**config.mk**
```make
export PLATFORM = sky130hd
export DESIGN_NAME = fsp_ctrl
export DESIGN_NICKNAME = d
export VERILOG_FILES = /design/src/include/fsp_pkg.sv /design/src/rtl/fsp_ctrl.sv
export SDC_FILE = /design/constraint.sdc
export NUM_CORES = 1
export LEC_CHECK = 0
export BUFFER_PORTS_ARGS = -buffer_cell sky130_fd_sc_hd__buf_2
export CAP_MARGIN = 40
export CORE_MARGIN = 2
export CORE_UTILIZATION = 36
export CTS_BUF_LIST = sky130_fd_sc_hd__clkbuf_16
export CTS_CLUSTER_SIZE = 30
export DETAILED_ROUTE_END_ITERATION = 8
export GPL_ROUTABILITY_DRIVEN = 1
export SYNTH_ARGS = -nofsm -noshare
export SYNTH_HDL_FRONTEND = slang
export SYNTH_SLANG_ARGS = --single-unit
export TNS_END_PERCENT = 30
```
**constraint.sdc**
```tcl
create_clock -name core_clk -period 2.3 [get_ports core_clk]
set_clock_uncertainty 0.1 [all_clocks]
set_input_delay 0.115 -clock core_clk [delete_from_list [all_inputs] [get_ports core_clk]]
set_output_delay 0.115 -clock core_clk [all_outputs]
set_load 0.01 [all_outputs]
```
**src/include/fsp_pkg.sv**
```systemverilog
// Package of constants and types for the flash self-program controller.
package fsp_pkg;
  // ----------------------------------------------------------------
  // Geometry
  // ----------------------------------------------------------------
  localparam int unsigned WORD_W   = 14;
  localparam int unsigned ADDR_W   = 9;
  localparam int unsigned ROW_WORDS = 16;
  localparam int unsigned IDX_W    = 4;
  localparam int unsigned ROW_W    = ADDR_W - IDX_W;
  localparam logic [WORD_W-1:0] BLANK_WORD = 14'h3FFF;

  // ----------------------------------------------------------------
  // Register port
  // ----------------------------------------------------------------
  localparam int unsigned REG_AW = 3;
  localparam logic [REG_AW-1:0] OFS_ADDR_LOW  = 3'h0;
  localparam logic [REG_AW-1:0] OFS_ADDR_HIGH = 3'h1;
  localparam logic [REG_AW-1:0] OFS_DATA_LOW  = 3'h2;
  localparam logic [REG_AW-1:0] OFS_DATA_HIGH = 3'h3;
  localparam logic [REG_AW-1:0] OFS_CONTROL   = 3'h4;
  localparam logic [REG_AW-1:0] OFS_KEY       = 3'h5;

  // Control register bit positions.
  localparam int unsigned CB_READ   = 0;
  localparam int unsigned CB_WRITE  = 1;
  localparam int unsigned CB_ALLOW  = 2;
  localparam int unsigned CB_ABORT  = 3;
  localparam int unsigned CB_ERASE  = 4;
  localparam int unsigned CB_LATCH  = 5;
  localparam int unsigned CB_CFG    = 6;

  localparam logic [7:0] KEY_FIRST  = 8'h55;
  localparam logic [7:0] KEY_SECOND = 8'hAA;
  localparam logic [7:0] CTRL_RESET = 8'h00;

  // ----------------------------------------------------------------
  // Timing
  // ----------------------------------------------------------------
  localparam int unsigned CLK_KHZ      = 20000;
  localparam int unsigned PROG_TIME_US = 2000;
  localparam int unsigned PROG_CYCLES  = (PROG_TIME_US * CLK_KHZ) / 1000;
  localparam int unsigned TMR_W        = 24;

  // ----------------------------------------------------------------
  // Types
  // ----------------------------------------------------------------
  typedef enum logic [1:0] {KEY_IDLE, KEY_GOT_FIRST, KEY_ARMED} fsp_key_e;

  typedef enum logic [2:0] {
    ST_IDLE, ST_RD_WAIT, ST_RD_ACCESS, ST_RD_CAPTURE, ST_NOP1, ST_NOP2, ST_BUSY
  } fsp_state_e;

  typedef struct packed {
    logic [ADDR_W-1:0] addr;
    logic              rd;
    logic              erase;
    logic              prog;
    logic              cfg;
  } fsp_array_req_s;
endpackage

```
**src/rtl/fsp_ctrl.sv**
```systemverilog
// Flash self-program controller: registers, unlock keys, latches and write timer.

// What this block does
// - Data pair holds one 14-bit word, address pair a 9-bit word address.
// - Address reaches 512 words; high register bit 0 gives the top address bit, low register low byte.
// - Software can only set read and write triggers; hardware clears them.
// - Write or erase only while write-allow set; write-allow clear after power-up.
// - Reset during a write sets an abort flag readable after reset.
// - Unlock key register is write only and reads as zero.
// - Flash rows of 16 words with 16 latches; a row is the erase unit.
// - Latches are 14 bits, not addressable, loaded only via the data pair.
// - Array read happens in second cycle after trigger; data next cycle.
// - Data pair keeps last read word until next read or software write.
// - After write trigger force two no-operations, then stall during erase or program.
// - Latch-only load forces two no-operations and does not stall.
// - Clocks run during stall; execution resumes at third instruction after trigger.
// - Active-low code protect blocks external programmer access only.
// - Two-bit write protect blocks self-write and erase over a selected range.
// - Write and erase duration is timed by an internal timer.
// - Every completed write or erase resets all latches to 3FFF.
// - Latch-only select set loads one latch; clear programs all latches.
// - Low address bits pick the latch; upper bits fix the row boundary.
module fsp_ctrl
  import fsp_pkg::*;
#(
  parameter int unsigned PROG_CYCLES_P = PROG_CYCLES
) (
  // Clock and resets
  input  wire logic                      core_clk,
  input  wire logic                      arst_n,
  input  wire logic                      por_n,
  // Register port
  input  wire logic [REG_AW-1:0]         reg_addr,
  input  wire logic [7:0]                reg_wdata,
  input  wire logic                      reg_wr,
  input  wire logic                      reg_rd,
  output logic      [7:0]                reg_rdata_q,
  // Core sequencing
  input  wire logic                      irq_taken,
  output logic                           core_nop_q,
  output logic                           core_ignore_q,
  output logic                           core_stall_q,
  // Configuration pins
  input  wire logic                      code_protect_n,
  input  wire logic [1:0]                write_protect_range,
  // External programmer
  input  wire logic                      ext_req,
  output logic                           ext_grant_q,
  // Flash array
  output fsp_array_req_s                 array_req_q,
  output logic [ROW_WORDS*WORD_W-1:0]    array_row_q,
  input  wire logic [WORD_W-1:0]         array_rdata
);

  // ----------------------------------------------------------------
  // Helpers
  // ----------------------------------------------------------------
  // 11 none, 10 lower quarter, 01 lower half, 00 whole array.
  function automatic logic is_protected(input logic [ADDR_W-1:0] a, input logic [1:0] r);
    case (r)
      2'b11:   is_protected = 1'b0;
      2'b10:   is_protected = (a[ADDR_W-1:ADDR_W-2] == 2'b00);
      2'b01:   is_protected = (a[ADDR_W-1] == 1'b0);
      default: is_protected = 1'b1;
    endcase
  endfunction

  // ----------------------------------------------------------------
  // Storage
  // ----------------------------------------------------------------
  logic [ADDR_W-1:0]  addr_q;
  logic [WORD_W-1:0]  data_q;
  logic               rd_q;
  logic               wr_q;
  logic               allow_q;
  logic               erase_q;
  logic               latch_q;
  logic               cfg_q;
  logic               abort_q;
  logic               active_q;
  logic               boot_q;
  logic [WORD_W-1:0]  latches_q [ROW_WORDS];
  fsp_key_e           key_q;
  fsp_state_e         state_q;
  logic [TMR_W-1:0]   tmr_q;
  logic               long_op_q;
  logic               cp_s1_q;
  logic               cp_s2_q;
  logic [1:0]         wp_s1_q;
  logic [1:0]         wp_s2_q;
  logic               ext_s1_q;
  logic               ext_s2_q;

  logic wr_ctrl;
  logic start_ok;
  logic start_long;
  logic start_latch;
  logic op_done;
  logic rd_start;

  assign wr_ctrl     = reg_wr && (reg_addr == OFS_CONTROL);
  // A write trigger counts only straight after both keys, with no interrupt.
  assign start_ok    = wr_ctrl && reg_wdata[CB_WRITE] && (key_q == KEY_ARMED) && !irq_taken
                       && (state_q == ST_IDLE) && allow_q
                       && !is_protected(addr_q, wp_s2_q);
  assign start_latch = start_ok && latch_q && !erase_q;
  assign start_long  = start_ok && !start_latch;
  assign op_done     = (state_q == ST_BUSY) && (tmr_q == TMR_W'(1));
  assign rd_start    = wr_ctrl && reg_wdata[CB_READ] && (state_q == ST_IDLE) && !start_ok;

  // ----------------------------------------------------------------
  // Pin synchronisers
  // ----------------------------------------------------------------
  always_ff @(posedge core_clk or negedge arst_n) begin
    if (!arst_n) begin
      cp_s1_q  <= 1'b0;
      cp_s2_q  <= 1'b0;
      wp_s1_q  <= 2'b00;
      wp_s2_q  <= 2'b00;
      ext_s1_q <= 1'b0;
      ext_s2_q <= 1'b0;
    end else begin
      cp_s1_q  <= code_protect_n;
      cp_s2_q  <= cp_s1_q;
      wp_s1_q  <= write_protect_range;
      wp_s2_q  <= wp_s1_q;
      ext_s1_q <= ext_req;
      ext_s2_q <= ext_s1_q;
    end
  end

  // Programmer access is refused while protected; self-write is not affected here.
  always_ff @(posedge core_clk or negedge arst_n) begin
    if (!arst_n) begin
      ext_grant_q <= 1'b0;
    end else begin
      ext_grant_q <= ext_s2_q && cp_s2_q;
    end
  end

  // ----------------------------------------------------------------
  // Address and data pair
  // ----------------------------------------------------------------
  always_ff @(posedge core_clk or negedge arst_n) begin
    if (!arst_n) begin
      addr_q <= '0;
    end else if (reg_wr && reg_addr == OFS_ADDR_LOW) begin
      addr_q[7:0] <= reg_wdata;
    end else if (reg_wr && reg_addr == OFS_ADDR_HIGH) begin
      addr_q[ADDR_W-1] <= reg_wdata[0];
    end
  end

  always_ff @(posedge core_clk or negedge arst_n) begin
    if (!arst_n) begin
      data_q <= '0;
    end else if (state_q == ST_RD_CAPTURE) begin
      data_q <= array_rdata;
    end else if (reg_wr && reg_addr == OFS_DATA_LOW) begin
      data_q[7:0] <= reg_wdata;
    end else if (reg_wr && reg_addr == OFS_DATA_HIGH) begin
      data_q[WORD_W-1:8] <= reg_wdata[WORD_W-9:0];
    end
  end

  // ----------------------------------------------------------------
  // Unlock keys
  // ----------------------------------------------------------------
  // Any other access between the steps drops the sequence back to the start.
  always_ff @(posedge core_clk or negedge arst_n) begin
    if (!arst_n) begin
      key_q <= KEY_IDLE;
    end else if (irq_taken) begin
      key_q <= KEY_IDLE;
    end else if (reg_wr && reg_addr == OFS_KEY && reg_wdata == KEY_FIRST) begin
      key_q <= KEY_GOT_FIRST;
    end else if (reg_wr && reg_addr == OFS_KEY && reg_wdata == KEY_SECOND
                 && key_q == KEY_GOT_FIRST) begin
      key_q <= KEY_ARMED;
    end else if (reg_wr || reg_rd) begin
      key_q <= KEY_IDLE;
    end
  end

  // ----------------------------------------------------------------
  // Control bits
  // ----------------------------------------------------------------
  always_ff @(posedge core_clk or negedge arst_n) begin
    if (!arst_n) begin
      allow_q <= 1'b0;
      erase_q <= 1'b0;
      latch_q <= 1'b0;
      cfg_q   <= 1'b0;
    end else if (wr_ctrl) begin
      allow_q <= reg_wdata[CB_ALLOW];
      erase_q <= reg_wdata[CB_ERASE];
      latch_q <= reg_wdata[CB_LATCH];
      cfg_q   <= reg_wdata[CB_CFG];
    end
  end

  // Triggers are set only by software and cleared only on completion.
  always_ff @(posedge core_clk or negedge arst_n) begin
    if (!arst_n) begin
      rd_q <= 1'b0;
      wr_q <= 1'b0;
    end else begin
      if (rd_start) begin
        rd_q <= 1'b1;
      end else if (state_q == ST_RD_CAPTURE) begin
        rd_q <= 1'b0;
      end
      if (start_ok) begin
        wr_q <= 1'b1;
      end else if (op_done || (state_q == ST_NOP2 && !long_op_q)) begin
        wr_q <= 1'b0;
      end
    end
  end

  // ----------------------------------------------------------------
  // Write abort, kept across a device reset
  // ----------------------------------------------------------------
  // The in-flight marker lives on the power-on reset, so the first edge after a
  // device reset can still see that a long operation was cut short.
  always_ff @(posedge core_clk or negedge arst_n) begin
    if (!arst_n) begin
      boot_q <= 1'b0;
    end else begin
      boot_q <= 1'b1;
    end
  end

  always_ff @(posedge core_clk or negedge por_n) begin
    if (!por_n) begin
      active_q <= 1'b0;
      abort_q  <= 1'b0;
    end else begin
      if (!boot_q && active_q) begin
        active_q <= 1'b0;
        abort_q  <= 1'b1;
      end else begin
        if (start_long) begin
          active_q <= 1'b1;
        end else if (op_done) begin
          active_q <= 1'b0;
        end
        if (wr_ctrl && !reg_wdata[CB_ABORT]) begin
          abort_q <= 1'b0;
        end
      end
    end
  end

  // ----------------------------------------------------------------
  // Sequencer
  // ----------------------------------------------------------------
  always_ff @(posedge core_clk or negedge arst_n) begin
    if (!arst_n) begin
      state_q   <= ST_IDLE;
      long_op_q <= 1'b0;
    end else begin
      case (state_q)
        ST_IDLE: begin
          if (start_ok) begin
            state_q   <= ST_NOP1;
            long_op_q <= start_long;
          end else if (rd_start) begin
            state_q <= ST_RD_WAIT;
          end
        end
        ST_RD_WAIT:    state_q <= ST_RD_ACCESS;
        ST_RD_ACCESS:  state_q <= ST_RD_CAPTURE;
        ST_RD_CAPTURE: state_q <= ST_IDLE;
        ST_NOP1:       state_q <= ST_NOP2;
        ST_NOP2:       state_q <= long_op_q ? ST_BUSY : ST_IDLE;
        ST_BUSY: begin
          if (op_done) begin
            state_q <= ST_IDLE;
          end
        end
        default:       state_q <= ST_IDLE;
      endcase
    end
  end

  // The timer, not software, sets how long the pump stays on.
  always_ff @(posedge core_clk or negedge arst_n) begin
    if (!arst_n) begin
      tmr_q <= '0;
    end else if (state_q == ST_NOP2 && long_op_q) begin
      tmr_q <= TMR_W'(PROG_CYCLES_P);
    end else if (state_q == ST_BUSY && tmr_q != '0) begin
      tmr_q <= tmr_q - TMR_W'(1);
    end
  end

  // ----------------------------------------------------------------
  // Write latches
  // ----------------------------------------------------------------
  // Program mode also loads the final word before the row goes to the array.
  always_ff @(posedge core_clk or negedge arst_n) begin
    if (!arst_n) begin
      for (int i = 0; i < ROW_WORDS; i++) begin
        latches_q[i] <= BLANK_WORD;
      end
    end else if (op_done) begin
      for (int i = 0; i < ROW_WORDS; i++) begin
        latches_q[i] <= BLANK_WORD;
      end
    end else if (start_ok && !erase_q) begin
      latches_q[addr_q[IDX_W-1:0]] <= data_q;
    end
  end

  // ----------------------------------------------------------------
  // Array and core outputs
  // ----------------------------------------------------------------
  always_ff @(posedge core_clk or negedge arst_n) begin
    if (!arst_n) begin
      array_req_q <= '0;
    end else begin
      array_req_q.rd    <= (state_q == ST_RD_WAIT);
      array_req_q.erase <= (state_q == ST_NOP2 || state_q == ST_BUSY) && long_op_q
                           && erase_q && !op_done;
      array_req_q.prog  <= (state_q == ST_NOP2 || state_q == ST_BUSY) && long_op_q
                           && !erase_q && !op_done;
      if (state_q == ST_IDLE) begin
        array_req_q.addr <= {addr_q[ADDR_W-1:IDX_W], addr_q[IDX_W-1:0]};
        array_req_q.cfg  <= cfg_q;
      end
    end
  end

  generate
    for (genvar g = 0; g < ROW_WORDS; g++) begin : g_row
      always_ff @(posedge core_clk or negedge arst_n) begin
        if (!arst_n) begin
          array_row_q[g*WORD_W +: WORD_W] <= BLANK_WORD;
        end else begin
          array_row_q[g*WORD_W +: WORD_W] <= latches_q[g];
        end
      end
    end
  endgenerate

  // Clocks keep running during the stall; only instruction issue is held.
  always_ff @(posedge core_clk or negedge arst_n) begin
    if (!arst_n) begin
      core_nop_q    <= 1'b0;
      core_ignore_q <= 1'b0;
      core_stall_q  <= 1'b0;
    end else begin
      core_nop_q    <= start_ok || (state_q == ST_NOP1);
      core_ignore_q <= (state_q == ST_RD_WAIT);
      core_stall_q  <= (state_q == ST_NOP2 && long_op_q)
                       || (state_q == ST_BUSY && !op_done);
    end
  end

  // ----------------------------------------------------------------
  // Register read-back
  // ----------------------------------------------------------------
  always_ff @(posedge core_clk or negedge arst_n) begin
    if (!arst_n) begin
      reg_rdata_q <= CTRL_RESET;
    end else if (reg_rd) begin
      case (reg_addr)
        OFS_ADDR_LOW:  reg_rdata_q <= addr_q[7:0];
        OFS_ADDR_HIGH: reg_rdata_q <= {7'h00, addr_q[ADDR_W-1]};
        OFS_DATA_LOW:  reg_rdata_q <= data_q[7:0];
        OFS_DATA_HIGH: reg_rdata_q <= {2'h0, data_q[WORD_W-1:8]};
        OFS_CONTROL:   reg_rdata_q <= {1'b0, cfg_q, latch_q, erase_q,
                                       abort_q, allow_q, wr_q, rd_q};
        OFS_KEY:       reg_rdata_q <= 8'h00;
        default:       reg_rdata_q <= 8'h00;
      endcase
    end else begin
      reg_rdata_q <= 8'h00;
    end
  end

endmodule

```
==> results.cfg, run 1 <==
[synthesis]
synth_most_common_cell = dfstp_2
synth.avg_cell_area_um2 = 13.66
async_flop_share = 1.000
synth_seq_cells = 542
syn-instance-count = 1462
synth_top_area_cell = dfstp_2
ys_types = 66
synth_top_area_share = 0.5894
synth_common_cells = dfstp_2 (448), nand2_1 (276), mux2i_1 (214)
synth_edf_count = 0
syn_area_um2 = 19970
seq_area_frac_synth = 0.7071
ys_warn_count = 0
ys.flop_type = dfstp_2
synth_top_cells_by_area = dfstp_2 (59%), dfrtp_1 (12%), mux2i_1 (11%)
syn_nets = 1499

[cells_and_area]
fin_nets = 1889
regArea_um2 = 14130
multi_input_area_um2 = 5380
postLayoutCellArea_um2 = 25320
fillers = 4898
layout-drive-gt1-share = 0.5047
antennaDiodeCount = 0
area_growth_pct = 26.76

[clock_tree]
cts_tree = yes
htree_levels = 2
root_buffer = clkbuf_16
cts_buffers = 56
worstSkewPairLatency_ns = 0.60
max-clock-path-buffers = 3
cts.sinks = 542
cts.reportedPaths.clkPinSlew_ns = 0.06

[power]
vdd_drop_max_v = 0.0006080
p_leak_nw = 11.32
total_power_mw = 23.33
power.density_nw_per_um2 = 921.4

[critical_path]
cp_max_fo = 5
ff2ff_path_depth = 7
reg2reg_slack_ns = 0.12
crit_arrival_ns = 2.63
r2r_end = tmr_q[10]$_DFFE_PN0P_
worst_setup_path_start_kind = input port
crit_path_end_kind = register
r2r-start = tmr_q[1]$_DFFE_PN0P_
critical_path_class = in -> reg
critPathRequiredTime_ns = 2.73

[routing]
routed_wl_um = 51620
dr.pass1.iters = 7
postRouteAntennaNets = 0
wl_per_cell_um = 19.51
drtIter0Drc = 782
remaining_drc_errors = 0
vias = 12548
via_per_inst = 4.742

[floorplanning]
die_x_um = 239.5
start_util = 0.3632
coreArea_um2 = 54990
die_height_um = 239.5
dieArea_um2 = 57380
ios = 284
rows = 86

[sta]
drv_slew = 0
post-route-period-util = 0.9575
worst_pin_slew_ns = 0.7108
fin_crit_ns = 2.202
setup_viol = 0
final-hold-violation-count = 0
hold-worst-slack_ns = 0.06311
relSlewSlack = 0.5253
fmax_mhz = 454.1

[worst_hold_path]
whs_path_depth = 2
hold_path.class = in -> reg
worst_hold_startpoint = write_protect_range[1]
holdPathEnd = wp_s1_q[1]$_DFF_PN0_

[global_route]
grt_pass1_vias = 12693
grt_max_degree = 102
overflow = 0
grt_usage = 0.1802
antenna_found_initial = 0
grt_pass1_wl_um = 78220

[placement]
dp_hpwl_um = 34080
portBuffers = 283
place_area_um2 = 22690
place.gp.congestion = 0.8192

[outcome]
status = completed

[job]
max_cap_viol_count = 0
## flip-flops by register name (all words and copies together) (netlist names), 2 cells and up
register     count
array_req_q     13
state_q          3
wp_s1_q          2
latches_q      224
wp_s2_q          2
key_q            2
addr_q           9
reg_rdata_q      8
data_q          14
array_row_q    224
tmr_q           24
## logic make-up after synthesis
group | Yosys count | synth area share
buffers and inverters | 108 | 0.02550
muxes | 227 | 0.1146
and+or+nand+nor | 498 | 0.1235
xor gates and xnor gates | 5 | 0.002193
AOI/OAI and AO/OA | 79 | 0.02568
adders and majority gates | 2 | 0.001253
DFF | 542 | 0.7071
other | 1 | 0.0001878
## metal layers
metal	vias up	routed length, µm	part of all wire	track usage
met5	-	0	0	0
met4	0	842	0.016	0.04242
met3	59	2412	0.047	0.03089
met2	328	25070	0.49	0.2955
met1	6432	23290	0.45	0.2498
li1	5729	-	-	-
## placed cells by master (no fill, tap or decap), types with 7 or more instances in the layout
cell type      netlist  layout
nand4_1              7       7
and2_1               7       7
nor2_1              36      36
clkbuf_16            0      56
or3_1                7       7
mux2i_1            214     214
mux2_2              13      13
clkinv_1             0       9
buf_12               0      25
clkinv_2             0      15
nand2_1            276     276
dfstp_2            448     448
dfrtp_1             94      92
nand3_1             93      93
buf_4               13      72
nor3_1               8       7
a21oi_1             25      25
dlygate4sd3_1        0      51
nor4_1              10       7
bufinv_16            0       8
inv_1                9      18
o21ai_0             18      18
o31ai_1              7       7
buf_2               20     282
## timing repair
item                       4_1_cts  5_1_grt
gates resized for setup          0        7
setup endpoints to repair      106      227
hold endpoints to repair       193        0
setup buffers                    2       13
pin swaps                        1        6
hold buffers                    51        0
## metrics by stage
| stage | cells | setup TNS [ns] | setup slack [ns] | util |
|---|---|---|---|---|
| after CTS | 2633 | 0 | 0.02224 | 0.4561 |
| after global routing | 2646 | -0.02986 | -0.01306 | 0.4605 |
| after global placement | 2476 | -0.001534 | -0.001534 | 0.4126 |
| after floorplan | 1462 | 0 | 0.05001 | - |
| after detailed placement | 2476 | -3.049 | -0.07684 | 0.4126 |
| final | 2646 | 0 | 0.09784 | 0.4605 |
## critical path, cell delays in order
cell	delay, ns
dlygate4sd3_1	0.51
buf_2	0.18
inv_1	0.12
or4b_2	0.70
nor3_2	0.28
a21oi_1	0.08
nor2_1	0.09
dlygate4sd3_1	0.55
## cell type report
| type | instances | area share |
|---|---|---|
| multi-input combinational | 812 | 0.2125 |
| inverter | 9 | 0.001334 |
| timing repair buffer | 431 | 0.1176 |
| tap | 748 | 0.03697 |
| sequential | 542 | 0.5579 |
| clock buffer | 56 | 0.05535 |
| clock inverter | 48 | 0.01829 |
## worst max path at each step
stage	from	to	slack, ns
after floorplan	state_q[2]$_DFFE_PN0P_	latches_q[73]$_DFFE_PN1P_	0.05
after global placement	addr_q[8]$_DFFE_PN0P_	latches_q[215]$_DFFE_PN1P_	-0.002
after detailed placement	wp_s2_q[1]$_DFF_PN0_	latches_q[204]$_DFFE_PN1P_	-0.08
after CTS	state_q[2]$_DFFE_PN0P_	latches_q[54]$_DFFE_PN1P_	0.02
after global routing	addr_q[2]$_DFFE_PN0P_	latches_q[88]$_DFFE_PN1P_	-0.01
final	reg_wdata[0]	key_q[0]$_DFFE_PN0P_	0.1
## report_power, final
group	leakage [nW]	total (mW)	internal [mW]	switching, mW
Sequential	5.87	10.4	10.0	0.338
Clock	0.949	9.10	5.33	3.76
Combinational	4.50	3.88	1.29	2.59
Power figures use the tool's default switching activity.
==> run 2: changes to the inputs <==
--- a/config.mk
+++ b/config.mk
@@ -8,11 +8,12 @@
 export BUFFER_PORTS_ARGS = -buffer_cell sky130_fd_sc_hd__buf_2
 export CAP_MARGIN = 40
 export CORE_MARGIN = 2
-export CORE_UTILIZATION = 36
+export CORE_UTILIZATION = 51
 export CTS_BUF_LIST = sky130_fd_sc_hd__clkbuf_16
 export CTS_CLUSTER_SIZE = 30
 export DETAILED_ROUTE_END_ITERATION = 8
 export GPL_ROUTABILITY_DRIVEN = 1
+export PLACE_DENSITY = 0.87
 export SYNTH_ARGS = -nofsm -noshare
 export SYNTH_HDL_FRONTEND = slang
 export SYNTH_SLANG_ARGS = --single-unit
==> run 2 against run 1 <==
Largest power group unchanged. Combinational power shrank 4%. Cell area shrank 2.9%. Non-clock buffer count shrank 20. First-iteration DRC count grew 29%. Utilization grew 18 points. Largest cell class unchanged. Fmax shrank 3.2%. Via count grew 4.6%. Critical endpoint is now latches_q[118]$_DFFE_PN1P_. Sequential power is essentially flat. Register-to-register slack lost 0.09 ns. Total power shrank 4.4%.
==> results.cfg, run 2 (synthesis results as in run 1) <==
[outcome]
status = completed

[critical_path]
max_stage_delay_ns = 0.52
crit_path_end_kind = register
ff2ff_path_depth = 6
r2r-start = addr_q[3]$_DFFE_PN0P_
cp_max_fo = 17
cp_slowest_cell = or3b_2
setup.worst_path.start = addr_q[3]$_DFFE_PN0P_
critPathRequiredTime_ns = 2.72
worst_setup_path_start_kind = register
r2r_end = latches_q[118]$_DFFE_PN1P_
crit_arrival_ns = 2.70
critical_path_class = reg -> reg
reg2reg_slack_ns = 0.03
path_cells = or3b_2, nor4_4, buf_12, nand3_4, mux2i_1, nand2_1

[floorplanning]
rows = 72
coreArea_um2 = 38650
dieArea_um2 = 40760
ios = 284
die_height_um = 201.9
start_util = 0.5168
die_x_um = 201.9

[power]
p_leak_nw = 11.05
vdd_drop_max_v = 0.0007957
power.density_nw_per_um2 = 907.0

[placement]
portBuffers = 283
dp_hpwl_um = 32420
place_area_um2 = 22370
place.gp.congestion = 0.8851

[global_route]
grt_usage = 0.2554
antenna_found_initial = 0
grt_max_degree = 112
grt_pass1_wl_um = 80240
overflow = 0
grt_pass1_vias = 13831

[routing]
wl_met3_um = 3258
met1_length_um = 20380
vias = 13119
via_per_inst = 5.494
routed.top_layer = met4
drtIter0Drc = 1007
routed_wl_um = 51460
wl_per_cell_um = 21.55
postRouteAntennaNets = 0
dr.pass1.iters = 6
remaining_drc_errors = 0
dr_wl_met2_um = 25720

[clock_tree]
cts.reportedPaths.clkPinSlew_ns = 0.06
root_buffer = clkbuf_16
max-clock-path-buffers = 3
cts_tree = yes
cts_buffers = 51
htree_levels = 2
worstSkewPairLatency_ns = 0.60
cts.sinks = 542

[sta]
post-route-period-util = 0.9886
rsz0062_at_grt = yes
fmax_mhz = 439.8
drv_slew = 0
hold-worst-slack_ns = 0.05063
setup_viol = 0
worst_pin_slew_ns = 0.6890
fin_setup_tns_ns = 0
fin_crit_ns = 2.274
final-hold-violation-count = 0
relSlewSlack = 0.5407

[cells_and_area]
layout_common_cells = dfstp_2 (448), buf_2 (282), nand2_1 (275)
area_growth_pct = 23.10
fillers = 2675
final_common_cell = dfstp_2
postLayoutCellArea_um2 = 24590
fin_nets = 1864
layout-drive-gt1-share = 0.4984
reg_top3 = array_row_q: 224 flops, latches_q: 224 flops, tmr_q: 24 flops
antennaDiodeCount = 0

[job]
max_cap_viol_count = 0

[worst_hold_path]
hold_path.class = in -> async
[run 2: cell count changes in the layout (fill, tap and decap cells not counted), sizes merged]
| cell | previous run | this run |
|---|---|---|
| dlygate4sd3 | 51 | 50 |
| clkbuf | 56 | 53 |
| buf | 380 | 361 |
| bufinv | 8 | 3 |
[run 2: worst max-delay path: cells and delay by family, from the launching register on]
family                 cells  cell delay [ns]
DFF                        1             0.47
buffers and inverters      1             0.20
and+or+nand+nor            4             1.10
muxes                      1             0.32
[run 2: worst max-delay path by stage]
stage	slack, ns	to
floorplan	0.05	latches_q[73]$_DFFE_PN1P_
global placement	0.005	latches_q[207]$_DFFE_PN1P_
detailed placement	-0.02	latches_q[158]$_DFFE_PN1P_
CTS	-0.004	latches_q[113]$_DFFE_PN1P_
global route	-0.03	latches_q[172]$_DFFE_PN1P_
finish	0.03	latches_q[118]$_DFFE_PN1P_
[run 2: metal layers]
metal	up-vias	global-route usage
met2	563	0.4275
met4	0	0.1113
met3	130	0.04998
met5	-	0
li1	5669	-
met1	6757	0.3255
[run 2: cell type report]
| type | count | area [µm²] | share of cell area |
|---|---|---|---|
| multi-input combinational | 812 | 5414 | 0.2202 |
| tap | 518 | 648.1 | 0.02636 |
| timing repair buffer | 411 | 2725 | 0.1108 |
| inverter | 9 | 33.78 | 0.001374 |
| sequential | 542 | 14130 | 0.5746 |
| clock buffer | 53 | 1326 | 0.05394 |
| clock inverter | 43 | 312.8 | 0.01272 |
[run 2: timing repair]
item | CTS | global route
pin swaps | 1 | 0
hold buffers | 50 | 0
endpoints found under the hold margin | 184 | 0
endpoints found under the setup margin | 52 | 135
setup buffers | 1 | 1
gates resized for setup | 5 | 9
[run 2: through the flow]
stage,util,power [mW],std cells,setup slack (ns)
final,0.6362,22.30,2388,0.02616
after global routing,0.6362,23.10,2388,-0.03339
after CTS,0.6348,22.35,2387,-0.004229
after detailed placement,0.5788,13.90,2240,-0.02197
after global placement,0.5788,13.79,2240,0.004611
after floorplan,-,12.19,1462,0.05001
[run 2: where the power goes]
part	internal (mW)	total, mW	switching [mW]
Combinational	1.21	3.73	2.52
Clock	4.54	8.20	3.65
Sequential	10.0	10.4	0.359
Total	15.8	22.3	6.54
